==> src/inc/rfseq_pkg.sv <==
// Purpose: Shared constants for the transceiver power sequencer ends
// Assumes: 10 MHz system clock on both ends
// Notes:   Device register map, field codes, host command codes, timing
package rfseq_pkg;
  // Device register indices on the configuration link
  localparam logic [3:0] REG_MAIN   = 4'h0;
  localparam logic [3:0] REG_DEV    = 4'h1;
  localparam logic [3:0] REG_GAIN2  = 4'h2;
  localparam logic [3:0] REG_GAIN4  = 4'h3;
  localparam logic [3:0] REG_BIAS   = 4'h4;
  localparam logic [3:0] REG_IFACE  = 4'h5;
  localparam logic [3:0] REG_MODEM  = 4'h6;
  localparam logic [3:0] REG_FILTER = 4'h7;
  localparam logic [3:0] REG_CAL    = 4'h8;
  localparam logic [3:0] REG_STATUS = 4'h9;
  localparam int         NUM_REGS   = 9;
  // Power control register fields
  localparam int MAIN_RX_PD   = 0;
  localparam int MAIN_TX_PD   = 1;
  localparam int MAIN_FS_PD   = 2;
  localparam int MAIN_XOSC_PD = 3;
  localparam int MAIN_RESET_N = 4;
  localparam int MAIN_TX_MODE = 5;
  localparam int MAIN_WORD2   = 6;
  // Power control values used by the sequences
  localparam logic [7:0] MAIN_RESET_VAL = 8'h0f;
  localparam logic [7:0] MAIN_PD_VAL    = 8'h1f;
  localparam logic [7:0] MAIN_WAKE_RX   = 8'h13;
  localparam logic [7:0] MAIN_WAKE_TX   = 8'h73;
  localparam logic [7:0] MAIN_SETUP_RX  = 8'h12;
  localparam logic [7:0] MAIN_SETUP_TX  = 8'h71;
  // Other register reset values
  localparam logic [7:0] DEV_RST    = 8'h54;
  localparam logic [7:0] GAIN2_RST  = 8'h01;
  localparam logic [7:0] GAIN4_RST  = 8'h40;
  localparam logic [7:0] BIAS_RST   = 8'h86; // Distinct nibbles so the active word shows
  localparam logic [7:0] IFACE_RST  = 8'h00;
  localparam logic [7:0] MODEM_RST  = 8'h02;
  localparam logic [7:0] FILTER_RST = 8'h00;
  // Field positions and codes
  localparam logic [3:0] DEV_MANT_OOK   = 4'h0;
  localparam logic [1:0] GAIN_AVG_OOK   = 2'h3;
  localparam int         IFACE_REF_SKIP = 0;
  localparam int         MODEM_MANCH    = 0;
  localparam int         MODEM_TRACK    = 1;
  localparam int         MODEM_BAUD_LSB = 2;
  localparam logic [1:0] FILT_X4        = 2'h2;
  localparam logic [1:0] FILT_X2        = 2'h1;
  localparam logic [2:0] BAUD_9K6_IDX   = 3'h2;
  localparam int         CAL_START      = 0;
  localparam int         STAT_CAL_DONE  = 0;
  localparam int         STAT_LOCK      = 1;
  // Host register offsets and fields
  localparam logic [1:0] HOST_CMD    = 2'h0;
  localparam logic [1:0] HOST_CFG    = 2'h1;
  localparam logic [1:0] HOST_STATUS = 2'h2;
  localparam logic [1:0] CMD_INIT    = 2'h0;
  localparam logic [1:0] CMD_RX      = 2'h1;
  localparam logic [1:0] CMD_TX      = 2'h2;
  localparam logic [1:0] CMD_PD      = 2'h3;
  localparam logic [7:0] CFG_RST     = 8'h00;
  // Timing
  localparam int CLK_MHZ        = 10;
  localparam int RELOCK_US      = 1300;
  localparam int RELOCK_CYCLES  = RELOCK_US * CLK_MHZ;
  localparam int CAL_CYCLES     = 1000;
  localparam int LOCK_CYCLES    = 280;
  // Host program operations
  typedef enum logic [1:0] {OP_WR, OP_CAL, OP_RELOCK, OP_END} op_t;
  typedef enum logic [1:0] {M_UNINIT, M_PD, M_RX, M_TX} mode_t;
endpackage : rfseq_pkg

==> src/inc/rf_cfg_if.sv <==
// Purpose: Configuration link between host sequencer and transceiver
// Assumes: One clock; one transaction in flight at a time
// Notes:   Device answers every selected strobe with a one-cycle ack
`timescale 1ns/1ns
interface rf_cfg_if;
  logic       sel_n;
  logic [3:0] addr;
  logic [7:0] wdata;
  logic       wr;
  logic       rd;
  logic [7:0] rdata;
  logic       ack;
  modport host   (output sel_n, addr, wdata, wr, rd, input rdata, ack);
  modport device (input sel_n, addr, wdata, wr, rd, output rdata, ack);
endinterface : rf_cfg_if

==> src/hdl/rf_host_end.sv <==
// Purpose: Host sequencer driving power-up, calibration and mode changes
// Assumes: Software port strobes one cycle long, never together
// Notes:   One link transaction in flight; each waits for its ack
//
// Local design decisions: the plain strobed port and the register offsets.
`timescale 1ns/1ns
module rf_host_end
  import rfseq_pkg::*;
#(
  parameter int RELOCK_WAIT = RELOCK_CYCLES
) (
  input  wire logic       i_clk,
  input  wire logic       i_rst_n,
  rf_cfg_if.host          link,
  input  wire logic [1:0] i_addr,
  input  wire logic [7:0] i_wdata,
  input  wire logic       i_wr,
  input  wire logic       i_rd,
  output logic [7:0]      o_rdata
);
  typedef enum {S_IDLE, S_FETCH, S_WR_ACK, S_CAL_WR, S_POLL, S_POLL_ACK, S_RELOCK} state_t;

  state_t      state;
  logic [4:0]  pc;
  logic [7:0]  cfg;
  mode_t       mode;
  mode_t       target;
  logic        refused;
  logic [15:0] wait_cnt;
  logic [13:0] op;
  op_t         op_kind;
  logic        cmd_hit;
  logic        cmd_ok;
  logic [4:0]  start_pc;
  logic        on_off_keying;
  logic [2:0]  baud;

  assign on_off_keying  = cfg[0];
  assign baud = cfg[3:1];

  // Step program: {kind, register, value}; values follow configuration
  function automatic logic [13:0] prog(input logic [4:0] p, input logic k, input logic [2:0] b,
                                       input logic dig);
    logic [7:0] filt;
    filt = {6'h00, (k && b <= BAUD_9K6_IDX) ? FILT_X4 : FILT_X2};
    case (p)
      5'd0:    prog = {OP_WR, REG_MAIN, MAIN_RESET_VAL};
      5'd1:    prog = {OP_WR, REG_MAIN, MAIN_PD_VAL};
      // Only registers that the configuration can move from defaults
      5'd2:    prog = {OP_WR, REG_DEV, k ? {DEV_RST[7:4], DEV_MANT_OOK} : DEV_RST};
      5'd3:    prog = {OP_WR, REG_GAIN2, k ? {GAIN2_RST[7:2], GAIN_AVG_OOK} : GAIN2_RST};
      5'd4:    prog = {OP_WR, REG_FILTER, k ? filt : FILTER_RST};
      // Manchester on and tracking off when keyed
      5'd5:    prog = {OP_WR, REG_MODEM, {3'h0, b, !k, k}};
      5'd6:    prog = {OP_WR, REG_IFACE, {7'h00, dig}};
      5'd7:    prog = {OP_WR, REG_MAIN, MAIN_WAKE_RX};
      5'd8:    prog = {OP_CAL, 4'h0, 8'h00};
      5'd9:    prog = {OP_WR, REG_MAIN, MAIN_WAKE_TX};
      5'd10:   prog = {OP_CAL, 4'h0, 8'h00};
      5'd11:   prog = {OP_WR, REG_MAIN, MAIN_PD_VAL};
      5'd13:   prog = {OP_WR, REG_MAIN, MAIN_WAKE_RX};
      5'd14:   prog = {OP_WR, REG_MAIN, MAIN_SETUP_RX};
      5'd16:   prog = {OP_WR, REG_MAIN, MAIN_WAKE_TX};
      5'd17:   prog = {OP_WR, REG_MAIN, MAIN_SETUP_TX};
      5'd19:   prog = {OP_WR, REG_MAIN, MAIN_SETUP_RX};
      5'd20:   prog = {OP_RELOCK, 4'h0, 8'h00};
      5'd22:   prog = {OP_WR, REG_MAIN, MAIN_SETUP_TX};
      5'd23:   prog = {OP_RELOCK, 4'h0, 8'h00};
      5'd25:   prog = {OP_WR, REG_MAIN, MAIN_PD_VAL};
      default: prog = {OP_END, 4'h0, 8'h00};
    endcase
  endfunction : prog

  assign op      = prog(pc, on_off_keying, baud, cfg[4]);
  assign op_kind = op_t'(op[13:12]);
  assign cmd_hit = i_wr && i_addr == HOST_CMD;

  // Entry point by command and present mode; none when not allowed
  always_comb begin
    cmd_ok   = 1'b0;
    start_pc = 5'd12;
    if (state == S_IDLE) begin
      case (i_wdata[1:0])
        CMD_INIT: begin
          cmd_ok   = 1'b1;
          start_pc = 5'd0;
        end
        CMD_RX: begin
          cmd_ok   = mode != M_UNINIT && mode != M_RX;
          start_pc = (mode == M_TX) ? 5'd19 : 5'd13;
        end
        CMD_TX: begin
          cmd_ok   = mode != M_UNINIT && mode != M_TX;
          start_pc = (mode == M_RX) ? 5'd22 : 5'd16;
        end
        CMD_PD: begin
          cmd_ok   = mode != M_UNINIT;
          start_pc = 5'd25;
        end
        default: begin
          cmd_ok   = 1'b0;
          start_pc = 5'd12;
        end
      endcase
    end
  end

  // Configuration register; held while a sequence runs
  always_ff @(posedge i_clk) begin
    if (!i_rst_n) begin
      cfg <= CFG_RST;
    end else if (i_wr && i_addr == HOST_CFG && state == S_IDLE) begin
      // Baud index 0 is the slowest keyed rate, so none lies below it
      cfg <= {3'h0, i_wdata[4:0]};
    end
  end

  // Software read port, data one cycle after the strobe
  always_ff @(posedge i_clk) begin
    if (!i_rst_n) begin
      o_rdata <= 8'h00;
    end else if (i_rd) begin
      case (i_addr)
        HOST_CFG:    o_rdata <= cfg;
        HOST_STATUS: o_rdata <= {3'h0, mode != M_UNINIT, refused, 2'(mode), state != S_IDLE};
        default:     o_rdata <= 8'h00;
      endcase
    end
  end

  // Refused command flag; an accepted command clears it
  always_ff @(posedge i_clk) begin
    if (!i_rst_n) begin
      refused <= 1'b0;
    end else if (cmd_hit) begin
      refused <= !cmd_ok;
    end
  end

  // Sequencer: write steps complete on the device ack, calibration steps on a status read showing done; relock steps end on the wait count
  always_ff @(posedge i_clk) begin
    if (!i_rst_n) begin
      state      <= S_IDLE;
      pc         <= 5'd0;
      mode       <= M_UNINIT;
      target     <= M_UNINIT;
      wait_cnt   <= 16'h0000;
      link.sel_n <= 1'b1; // Held high while idle or powered down
      link.wr    <= 1'b0;
      link.rd    <= 1'b0;
      link.addr  <= 4'h0;
      link.wdata <= 8'h00;
    end else begin
      link.wr <= 1'b0;
      link.rd <= 1'b0;
      case (state)
        S_IDLE: begin
          if (cmd_hit && cmd_ok) begin
            pc     <= start_pc;
            target <= (i_wdata[1:0] == CMD_RX) ? M_RX : (i_wdata[1:0] == CMD_TX) ? M_TX : M_PD;
            state  <= S_FETCH;
          end
        end
        S_FETCH: begin
          case (op_kind)
            OP_WR: begin
              link.sel_n <= 1'b0;
              link.wr    <= 1'b1;
              link.addr  <= op[11:8];
              link.wdata <= op[7:0];
              state      <= S_WR_ACK;
            end
            OP_CAL: begin
              // Start bit written after frequency is set up
              link.sel_n <= 1'b0;
              link.wr    <= 1'b1;
              link.addr  <= REG_CAL;
              link.wdata <= 8'h01;
              state      <= S_CAL_WR;
            end
            OP_RELOCK: begin
              wait_cnt <= 16'h0000;
              state    <= S_RELOCK;
            end
            default: begin
              link.sel_n <= 1'b1;
              mode       <= target;
              state      <= S_IDLE;
            end
          endcase
        end
        S_WR_ACK: begin
          if (link.ack) begin
            pc    <= pc + 5'd1;
            state <= S_FETCH;
          end
        end
        S_CAL_WR: begin
          if (link.ack) begin
            state <= S_POLL;
          end
        end
        S_POLL: begin
          link.rd   <= 1'b1;
          link.addr <= REG_STATUS;
          state     <= S_POLL_ACK;
        end
        S_POLL_ACK: begin
          if (link.ack) begin
            // Nothing else issued until done is seen
            if (link.rdata[STAT_CAL_DONE]) begin
              pc    <= pc + 5'd1;
              state <= S_FETCH;
            end else begin
              state <= S_POLL;
            end
          end
        end
        S_RELOCK: begin
          wait_cnt <= wait_cnt + 16'h0001;
          if (wait_cnt == 16'(RELOCK_WAIT - 1)) begin
            pc    <= pc + 5'd1;
            state <= S_FETCH; // Link usable only after relock
          end
        end
        default: begin
          state <= S_IDLE;
        end
      endcase
    end
  end
endmodule : rf_host_end

==> src/flat_wrapper.sv <==
// flat-port wrapper written by rule: the top's interface ports become plain ports
module rf_host_end_flat import rfseq_pkg::*;
#(
  parameter int RELOCK_WAIT = RELOCK_CYCLES
)
  (i_clk, i_rst_n, i_addr, i_wdata, i_wr, i_rd, o_rdata, link_sel_n, link_addr, link_wdata, link_wr, link_rd, link_rdata, link_ack);
  rf_cfg_if link_i ();
  input  wire logic i_clk;
  input  wire logic i_rst_n;
  input  wire logic [1:0] i_addr;
  input  wire logic [7:0] i_wdata;
  input  wire logic i_wr;
  input  wire logic i_rd;
  output logic [7:0] o_rdata;
  output wire logic [$bits(link_i.sel_n)-1:0] link_sel_n;
  output wire logic [$bits(link_i.addr)-1:0] link_addr;
  output wire logic [$bits(link_i.wdata)-1:0] link_wdata;
  output wire logic [$bits(link_i.wr)-1:0] link_wr;
  output wire logic [$bits(link_i.rd)-1:0] link_rd;
  input wire logic [$bits(link_i.rdata)-1:0] link_rdata;
  input wire logic [$bits(link_i.ack)-1:0] link_ack;
  assign link_sel_n = link_i.sel_n;
  assign link_addr = link_i.addr;
  assign link_wdata = link_i.wdata;
  assign link_wr = link_i.wr;
  assign link_rd = link_i.rd;
  assign link_i.rdata = link_rdata;
  assign link_i.ack = link_ack;
  rf_host_end #(.RELOCK_WAIT(RELOCK_WAIT)) u_core (.i_clk(i_clk), .i_rst_n(i_rst_n), .link(link_i), .i_addr(i_addr), .i_wdata(i_wdata), .i_wr(i_wr), .i_rd(i_rd), .o_rdata(o_rdata));
endmodule
==> config.mk <==
export PLATFORM = sky130hd
export DESIGN_NAME = rf_host_end_flat
export DESIGN_NICKNAME = d
export VERILOG_FILES = /design/src/inc/rfseq_pkg.sv /design/src/inc/rf_cfg_if.sv /design/src/hdl/rf_host_end.sv /design/src/flat_wrapper.sv
export SDC_FILE = /design/constraint.sdc
export NUM_CORES = 1
export LEC_CHECK = 0
export ABC_AREA = 1
export BUFFER_PORTS_ARGS = -buffer_cell sky130_fd_sc_hd__buf_2
export CAP_MARGIN = 20
export CORE_AREA = 5 5 67 115
export CTS_CLUSTER_SIZE = 12
export DETAILED_ROUTE_END_ITERATION = 12
export DIE_AREA = 0 0 72 120
export HOLD_SLACK_MARGIN = 0.08
export PLACE_DENSITY_LB_ADDON = 0.25
export SLEW_MARGIN = 5
export SYNTH_ARGS = -nofsm -noshare
export SYNTH_HDL_FRONTEND = slang
export SYNTH_SLANG_ARGS = --single-unit
==> constraint.sdc <==
create_clock -name i_clk -period 1.79 [get_ports i_clk]
set_input_delay 0.358 -clock i_clk [delete_from_list [all_inputs] [get_ports i_clk]]
set_output_delay 0.358 -clock i_clk [all_outputs]
set_load 0.02 [all_outputs]
# Yosys cells after proc, flatten, opt, wreduce, memory -nomap -nowiden
# Index checks and enable logic that the tools add are counted.
# op_classes
n_eq_ne	46
n_lt_le_gt_ge	1
bitwise_logic	2
n_reduce_logical	39
add_sub_neg	2
mux	36
# ops
operator	n
32-bit one-hot mux with 7 select lines	1
14-bit one-hot mux with 13 select lines	1
32-bit two-way mux	5
32-bit by 3-bit equality test with 1-bit output, second input constant	3
32-bit by 2-bit equality test with 1-bit output, second input constant	2
32-bit zero test	2
5-bit one-hot mux with 4 select lines	2
5-bit equality test, second input constant	7
5-bit two-way mux	7
32-bit by 1-bit equality test with 1-bit output, second input constant	1
16-bit one-hot mux with 2 select lines	1
32-bit nonzero test	1
5-bit by 4-bit equality test with 1-bit output, second input constant	6
5-bit by 3-bit equality test with 1-bit output, second input constant	4
16-bit by 1-bit adder with 16-bit output, second input constant	1
16-bit by 14-bit equality test with 1-bit output, second input constant	1
16-bit two-way mux	1
4-bit one-hot mux with 2 select lines	2
8-bit one-hot mux with 2 select lines	1
2-bit AND reduction	7
2-bit OR reduction	7
2-bit equality test, second input constant	6
2-bit != test, second input constant	6
5-bit by 2-bit equality test with 1-bit output, second input constant	2
23 further kinds	49
# totals
input_bits	23
register_bits	86
wordCells	139
out_inout_bits	23

# Longest topological paths before layout
# logic_depth
word_depth	9
ltp_mapped	15
ltp_nobuf	15

# Worst setup path after synthesis
# OpenSTA, ideal clock, no wires.
# synth_timing
path_kind	register to register
start	register u_core.pc[0]
end	register u_core.link.addr[0]
synth_period_minus_slack_ps	1690
path_stages_with_launch	16
n_path_buf	1
required_ps	1677
setup_ps	113
arrival_time_ps	1577
path_slack_ps	100
path_cell_list	dfxtp_1 inv_1 ha_1 nand2_1 inv_1 nand2_1 nand2_1 inv_1 nand2_2 nor2_4 nand2_4 nand3_4 buf_8 nand2_1 nand3_1 nand2_1
# synth_between
elab_chain_cells	6
elab_cells_between_ends	35
cone_classes	22 x eq/ne; 3 x mux; 10 x reduce/logical
# synth_lines
item	line	source
from (decl)	rf_host_end.sv:24	logic [4:0] pc;
from (signal assigned)	rf_host_end.sv:159	pc <= start_pc;
from (signal assigned)	rf_host_end.sv:194	pc <= pc + 5'd1;
from (signal assigned)	rf_host_end.sv:212	pc <= pc + 5'd1;
5-bit by 1-bit equality test with 1-bit output (tied with other cells)	rf_host_end.sv:46	case (p)
3-bit OR reduction (no line) / 2-bit OR reduction (equally long branches)	-	
14-bit one-hot mux with 13 select lines *	rf_host_end.sv:46	
2-bit by 1-bit equality test with 1-bit output / 2-bit zero test (equally long branches)	rf_host_end.sv:165	case (op_kind)
4-bit one-hot mux with 2 select lines / 3-bit by 1-bit != test with 1-bit output (equally long branches)	-	
4-bit one-hot mux with 2 select lines / 2-bit AND reduction (equally long branches)	-	
to (signal assigned)	rf_host_end.sv:169	link.addr <= op[11:8];
to (decl)	rf_cfg_if.sv:13	modport host (output sel_n, addr, wdata, wr, rd, input rdata, ack);
# Every way passes the cells marked *; elsewhere a longest branch is shown, timed or not.
# A chain may end at the register's enable or synchronous reset.

# Worst setup path in the final report
# layout_timing
start	register u_core.pc[0]
end	register u_core.link.wdata[2]
# layout_between
elab_chain_cells	6
elab_cells_between_ends	34
cone_classes	21 x eq/ne; 2 x mux; 11 x reduce/logical
# layout_lines
item	line	source
5-bit by 1-bit equality test with 1-bit output (tied with other cells)	rf_host_end.sv:46	
3-bit OR reduction (no line) / 2-bit OR reduction (equally long branches)	-	
14-bit one-hot mux with 13 select lines *	rf_host_end.sv:46	
2-bit by 1-bit equality test with 1-bit output / 2-bit zero test (equally long branches)	rf_host_end.sv:165	
2-bit nonzero test (no line)	-	
2-bit AND reduction (no line)	-	
to (signal assigned)	rf_host_end.sv:170	link.wdata <= op[7:0];
to (decl)	rf_cfg_if.sv:13	
# Marks and branches as above.

==> impl_metrics.py <==
metrics = {
    "run_status": {
        "status": "finished, violations left",
        "failed_checks": "negative setup slack",
    },
    "worst_setup_path": {
        "crit_path_start_kind": "flop",
        "r2r-start": "u_core.pc[0]$_SDFFE_PN0P_",
        "cpMaxStageDelayCell": "dfxtp_4",
        "cp.arrival_ns": 2.09,
        "cp.required_ns": 2.02,
        "crit_type": "reg2reg",
        "cp_slowest_stage_delay_ns": 0.38,
        "ff2ff_path_depth": 14,
        "critical_path.cell_chain": "clkinvlp_4 -> ha_4 -> nand2_4 -> inv_4 -> nand2_2 -> nand2_2 -> inv_2 -> nand2_2 -> nor2_4 -> nand2_4 -> nand3_4 -> buf_4 -> nand2_2 -> a21oi_2",
        "r2r-end": "u_core.link.wdata[2]$_SDFFE_PN0P_",
        "cp_top_family": "simple AND/OR/NAND/NOR gates",
        "crit_path_end_kind": "flop",
        "rrSetupSlack_ns": -0.07,
        "cp_max_fo": 5,
        "critPathMostFrequentCell": "nand2_2",
        "critPathBufInv": 4,
    },
    "power_and_ir_drop": {
        "p_leak_nw": 1.91,
        "powerDensity_nw_per_um2": 1170,
        "fin_total_pwr_w": 0.00490,
        "ir_worst_vdd_v": 0.000685,
    },
    "synthesis": {
        "synth_area_leader_cell": "dfxtp_1",
        "synth_xor_xnor_area_share_pct": 0.540,
        "ys_top_cells_by_area": "dfxtp_1 (33%), nand2_1 (13%), inv_1 (6.5%)",
        "synth_edf_count": 0,
        "synth_top_area_share_pct": 32.7,
        "synthesis.area_sq_um": 3240,
        "synth_area_per_cell_sq_um": 6.61,
        "synth_fa_ha_area_share_pct": 5.02,
        "synth-seq-area-share_pct": 32.7,
        "synth_top_family_by_area": "simple AND/OR/NAND/NOR gates",
        "synth_mux_area_share_pct": 0,
        "synth_compound_gate_area_share_pct": 16.4,
        "ys_ff_latch": 53,
        "synth_cell_types": 40,
        "async_reset_ff_share_pct": 0,
        "synth_most_common_cell": "nand2_1",
        "synth_cells": 491,
        "synth_commonest_cells": "nand2_1 (108), inv_1 (56), dfxtp_1 (53)",
        "yosys.area_share.simple_pct": 34.5,
        "synth_flop_cell": "dfxtp_1",
        "synth_warnings": 0,
    },
    "floorplanning": {
        "rows": 40,
        "core-area_sq_um": 6710,
        "die_y_um": 120,
        "start_util_pct": 48.4,
        "ios": 46,
        "die_area_sq_um": 8640,
        "die_x_um": 72,
    },
    "finish": {
        "diodes": 0,
        "final_nets": 611,
        "layout-drive-gt1-share_pct": 29.7,
        "utilization_pct": 62.7,
        "area_growth_syn_to_layout_pct": 29.7,
    },
    "min_path": {
        "min_path_type": "in2reg",
        "min_from": "i_wdata[4]",
        "holdPathStages": 3,
        "min_to": "u_core.cfg[4]$_SDFFE_PN0P_",
    },
    "timing": {
        "maxSlewViolCount": 0,
        "finalHoldViolCount": 0,
        "period_share_pct": 104,
        "max_freq_mhz": 537,
        "fin_ws_ns": -0.0715,
        "rsz0062_at_grt": "true",
        "finalCriticalPeriod_ns": 1.86,
        "skew_ns": 0.00895,
        "setup_viol_count_final": 12,
    },
    "clock_tree": {
        "cts_hold_buf": 0,
        "clk_latency_ns": 0.30,
        "clk_pin_slew_worst_paths_ns": 0.07,
        "htree_levels": 2,
        "root_buffer": "clkbuf_16",
        "cts_sinks": 53,
        "cts_buffers": 5,
        "clk_path_buf_depth": 2,
        "cts_tree": "built",
    },
    "route": {
        "first_iter_violations": 164,
        "vias": 3539,
        "drc": 0,
        "firstDrtPassIters": 4,
        "drtAntennaViolNets": 0,
        "totalWireLength_um": 9400,
        "viasPerCell": 5.36,
        "wl_per_cell_um": 14.2,
    },
    "global_routing": {
        "grt_pass1_vias": 3208,
        "grt_pass1_wl_um": 14000,
        "grt_overflow_total": 0,
        "grtUsageTotal_pct": 20.2,
        "grt_start_max_net_pins": 29,
        "antenna_found_initial": 0,
    },
    "placement": {
        "place_hpwl_um": 6710,
        "gp_congestion": 0.915,
        "portBuffers": 31,
    },
    "run": {
        "max_cap_viol_count": 0,
    },
}
[layer usage]
layer | share of wire [%] | global-route usage, % | vias to the layer above
met5 | 0 | 0 | -
met4 | 3.9 | 11.5 | 0
met3 | 3.1 | 2.26 | 32
met2 | 57 | 38.0 | 89
met1 | 36 | 20.6 | 1644
li1 | - | - | 1774
[tightest hold or removal path: stages]
cell and delay (ns):
buf_2 0.08, o21ai_0 0.08, a21oi_1 0.11
[through the flow]
stage | cells | hold WS (ns) | area, sq um | setup TNS, ns | setup slack, ns
detailed placement | 644 | 0.456 | 3820 | -1.99 | -0.152
floorplan | 494 | 0.445 | 3250 | 0 | 0.100
finish | 660 | 0.372 | 4210 | -0.373 | -0.0715
global placement | 644 | 0.454 | 3820 | -1.28 | -0.103
CTS | 655 | 0.366 | 4020 | 0 | 0.00108
global route | 660 | 0.388 | 4210 | -1.88 | -0.162
[power breakdown]
| part | switching, W | internal, W | total, W |
|---|---|---|---|
| Combinational | 0.00141 | 0.000986 | 0.00240 |
| Clock | 0.000441 | 0.000515 | 0.000957 |
| Sequential | 0.000167 | 0.00137 | 0.00154 |
| Total | 0.00202 | 0.00288 | 0.00490 |
[sequential cells by signal (all words and copies together), names as in the netlist, 2 cells and up]
signal and count:
u_core.link.addr 4, u_core.mode 2, u_core.pc 5, u_core.link.wdata 7, u_core.wait_cnt 16, u_core.cfg 5, u_core.target 2, u_core.o_rdata 5
u_core.state 3
[logic make-up after synthesis]
| group | Yosys count |
|---|---|
| buffers and inverters | 81 |
| adders and majority gates | 13 |
| and+or+nand+nor | 244 |
| DFF | 53 |
| other | 1 |
| xor gates and xnor gates | 2 |
| AOI/OAI and AO/OA | 97 |
[placed cells by master, fill, tap and decap left out, types with 4 or more instances in the layout]
| cell | synthesis | layout |
|---|---|---|
| inv_1 | 56 | 51 |
| o22ai_1 | 4 | 4 |
| buf_4 | 6 | 52 |
| buf_2 | 2 | 31 |
| conb_1 | 1 | 4 |
| nor2_2 | 5 | 10 |
| nor3_1 | 10 | 8 |
| dfxtp_1 | 53 | 47 |
| nand4_1 | 10 | 10 |
| nand3_1 | 41 | 40 |
| a21oi_1 | 39 | 38 |
| clkbuf_16 | 0 | 5 |
| inv_2 | 7 | 9 |
| o21ai_0 | 35 | 34 |
| nor2_4 | 3 | 5 |
| a21oi_2 | 3 | 4 |
| nor2_1 | 48 | 41 |
| nand2_2 | 6 | 16 |
| nand3_2 | 2 | 4 |
| ha_1 | 13 | 8 |
| nand2_1 | 108 | 96 |
| o21ai_1 | 5 | 4 |
| dfxtp_2 | 0 | 5 |
[area by class of cell]
class,instances,area (sq um)
clock buffers,6,129
well taps,84,105
fillers,657,2500
flip-flops and latches,53,1070
clock inverters,2,10.0
multi-input cells,362,2020
inverters,65,255
repair buffers,88,619
[worst max path at each step]
stage	startpoint	to	slack, ns	cells past startpoint
after floorplan	u_core.pc[0]$_SDFFE_PN0P_	u_core.link.addr[0]$_SDFFE_PN0P_	0.10	15
after global placement	u_core.pc[1]$_SDFFE_PN0P_	u_core.link.addr[2]$_SDFFE_PN0P_	-0.10	15
after detailed placement	u_core.pc[1]$_SDFFE_PN0P_	u_core.link.addr[2]$_SDFFE_PN0P_	-0.15	15
after CTS	u_core.pc[0]$_SDFFE_PN0P_	u_core.link.addr[2]$_SDFFE_PN0P_	0.001	15
after global routing	u_core.pc[0]$_SDFFE_PN0P_	u_core.link.addr[2]$_SDFFE_PN0P_	-0.16	15
final	u_core.pc[0]$_SDFFE_PN0P_	u_core.link.wdata[2]$_SDFFE_PN0P_	-0.07	14
[what timing repair did]
| action | in CTS | in global routing |
|---|---|---|
| resized for setup | 12 | 48 |
| setup buffers | 2 | 4 |
| cloned | 1 | 1 |
| pin swaps | 2 | 12 |
| setup endpoints to repair | 15 | 29 |
Note: power is estimated with default switching activity, not from simulation.
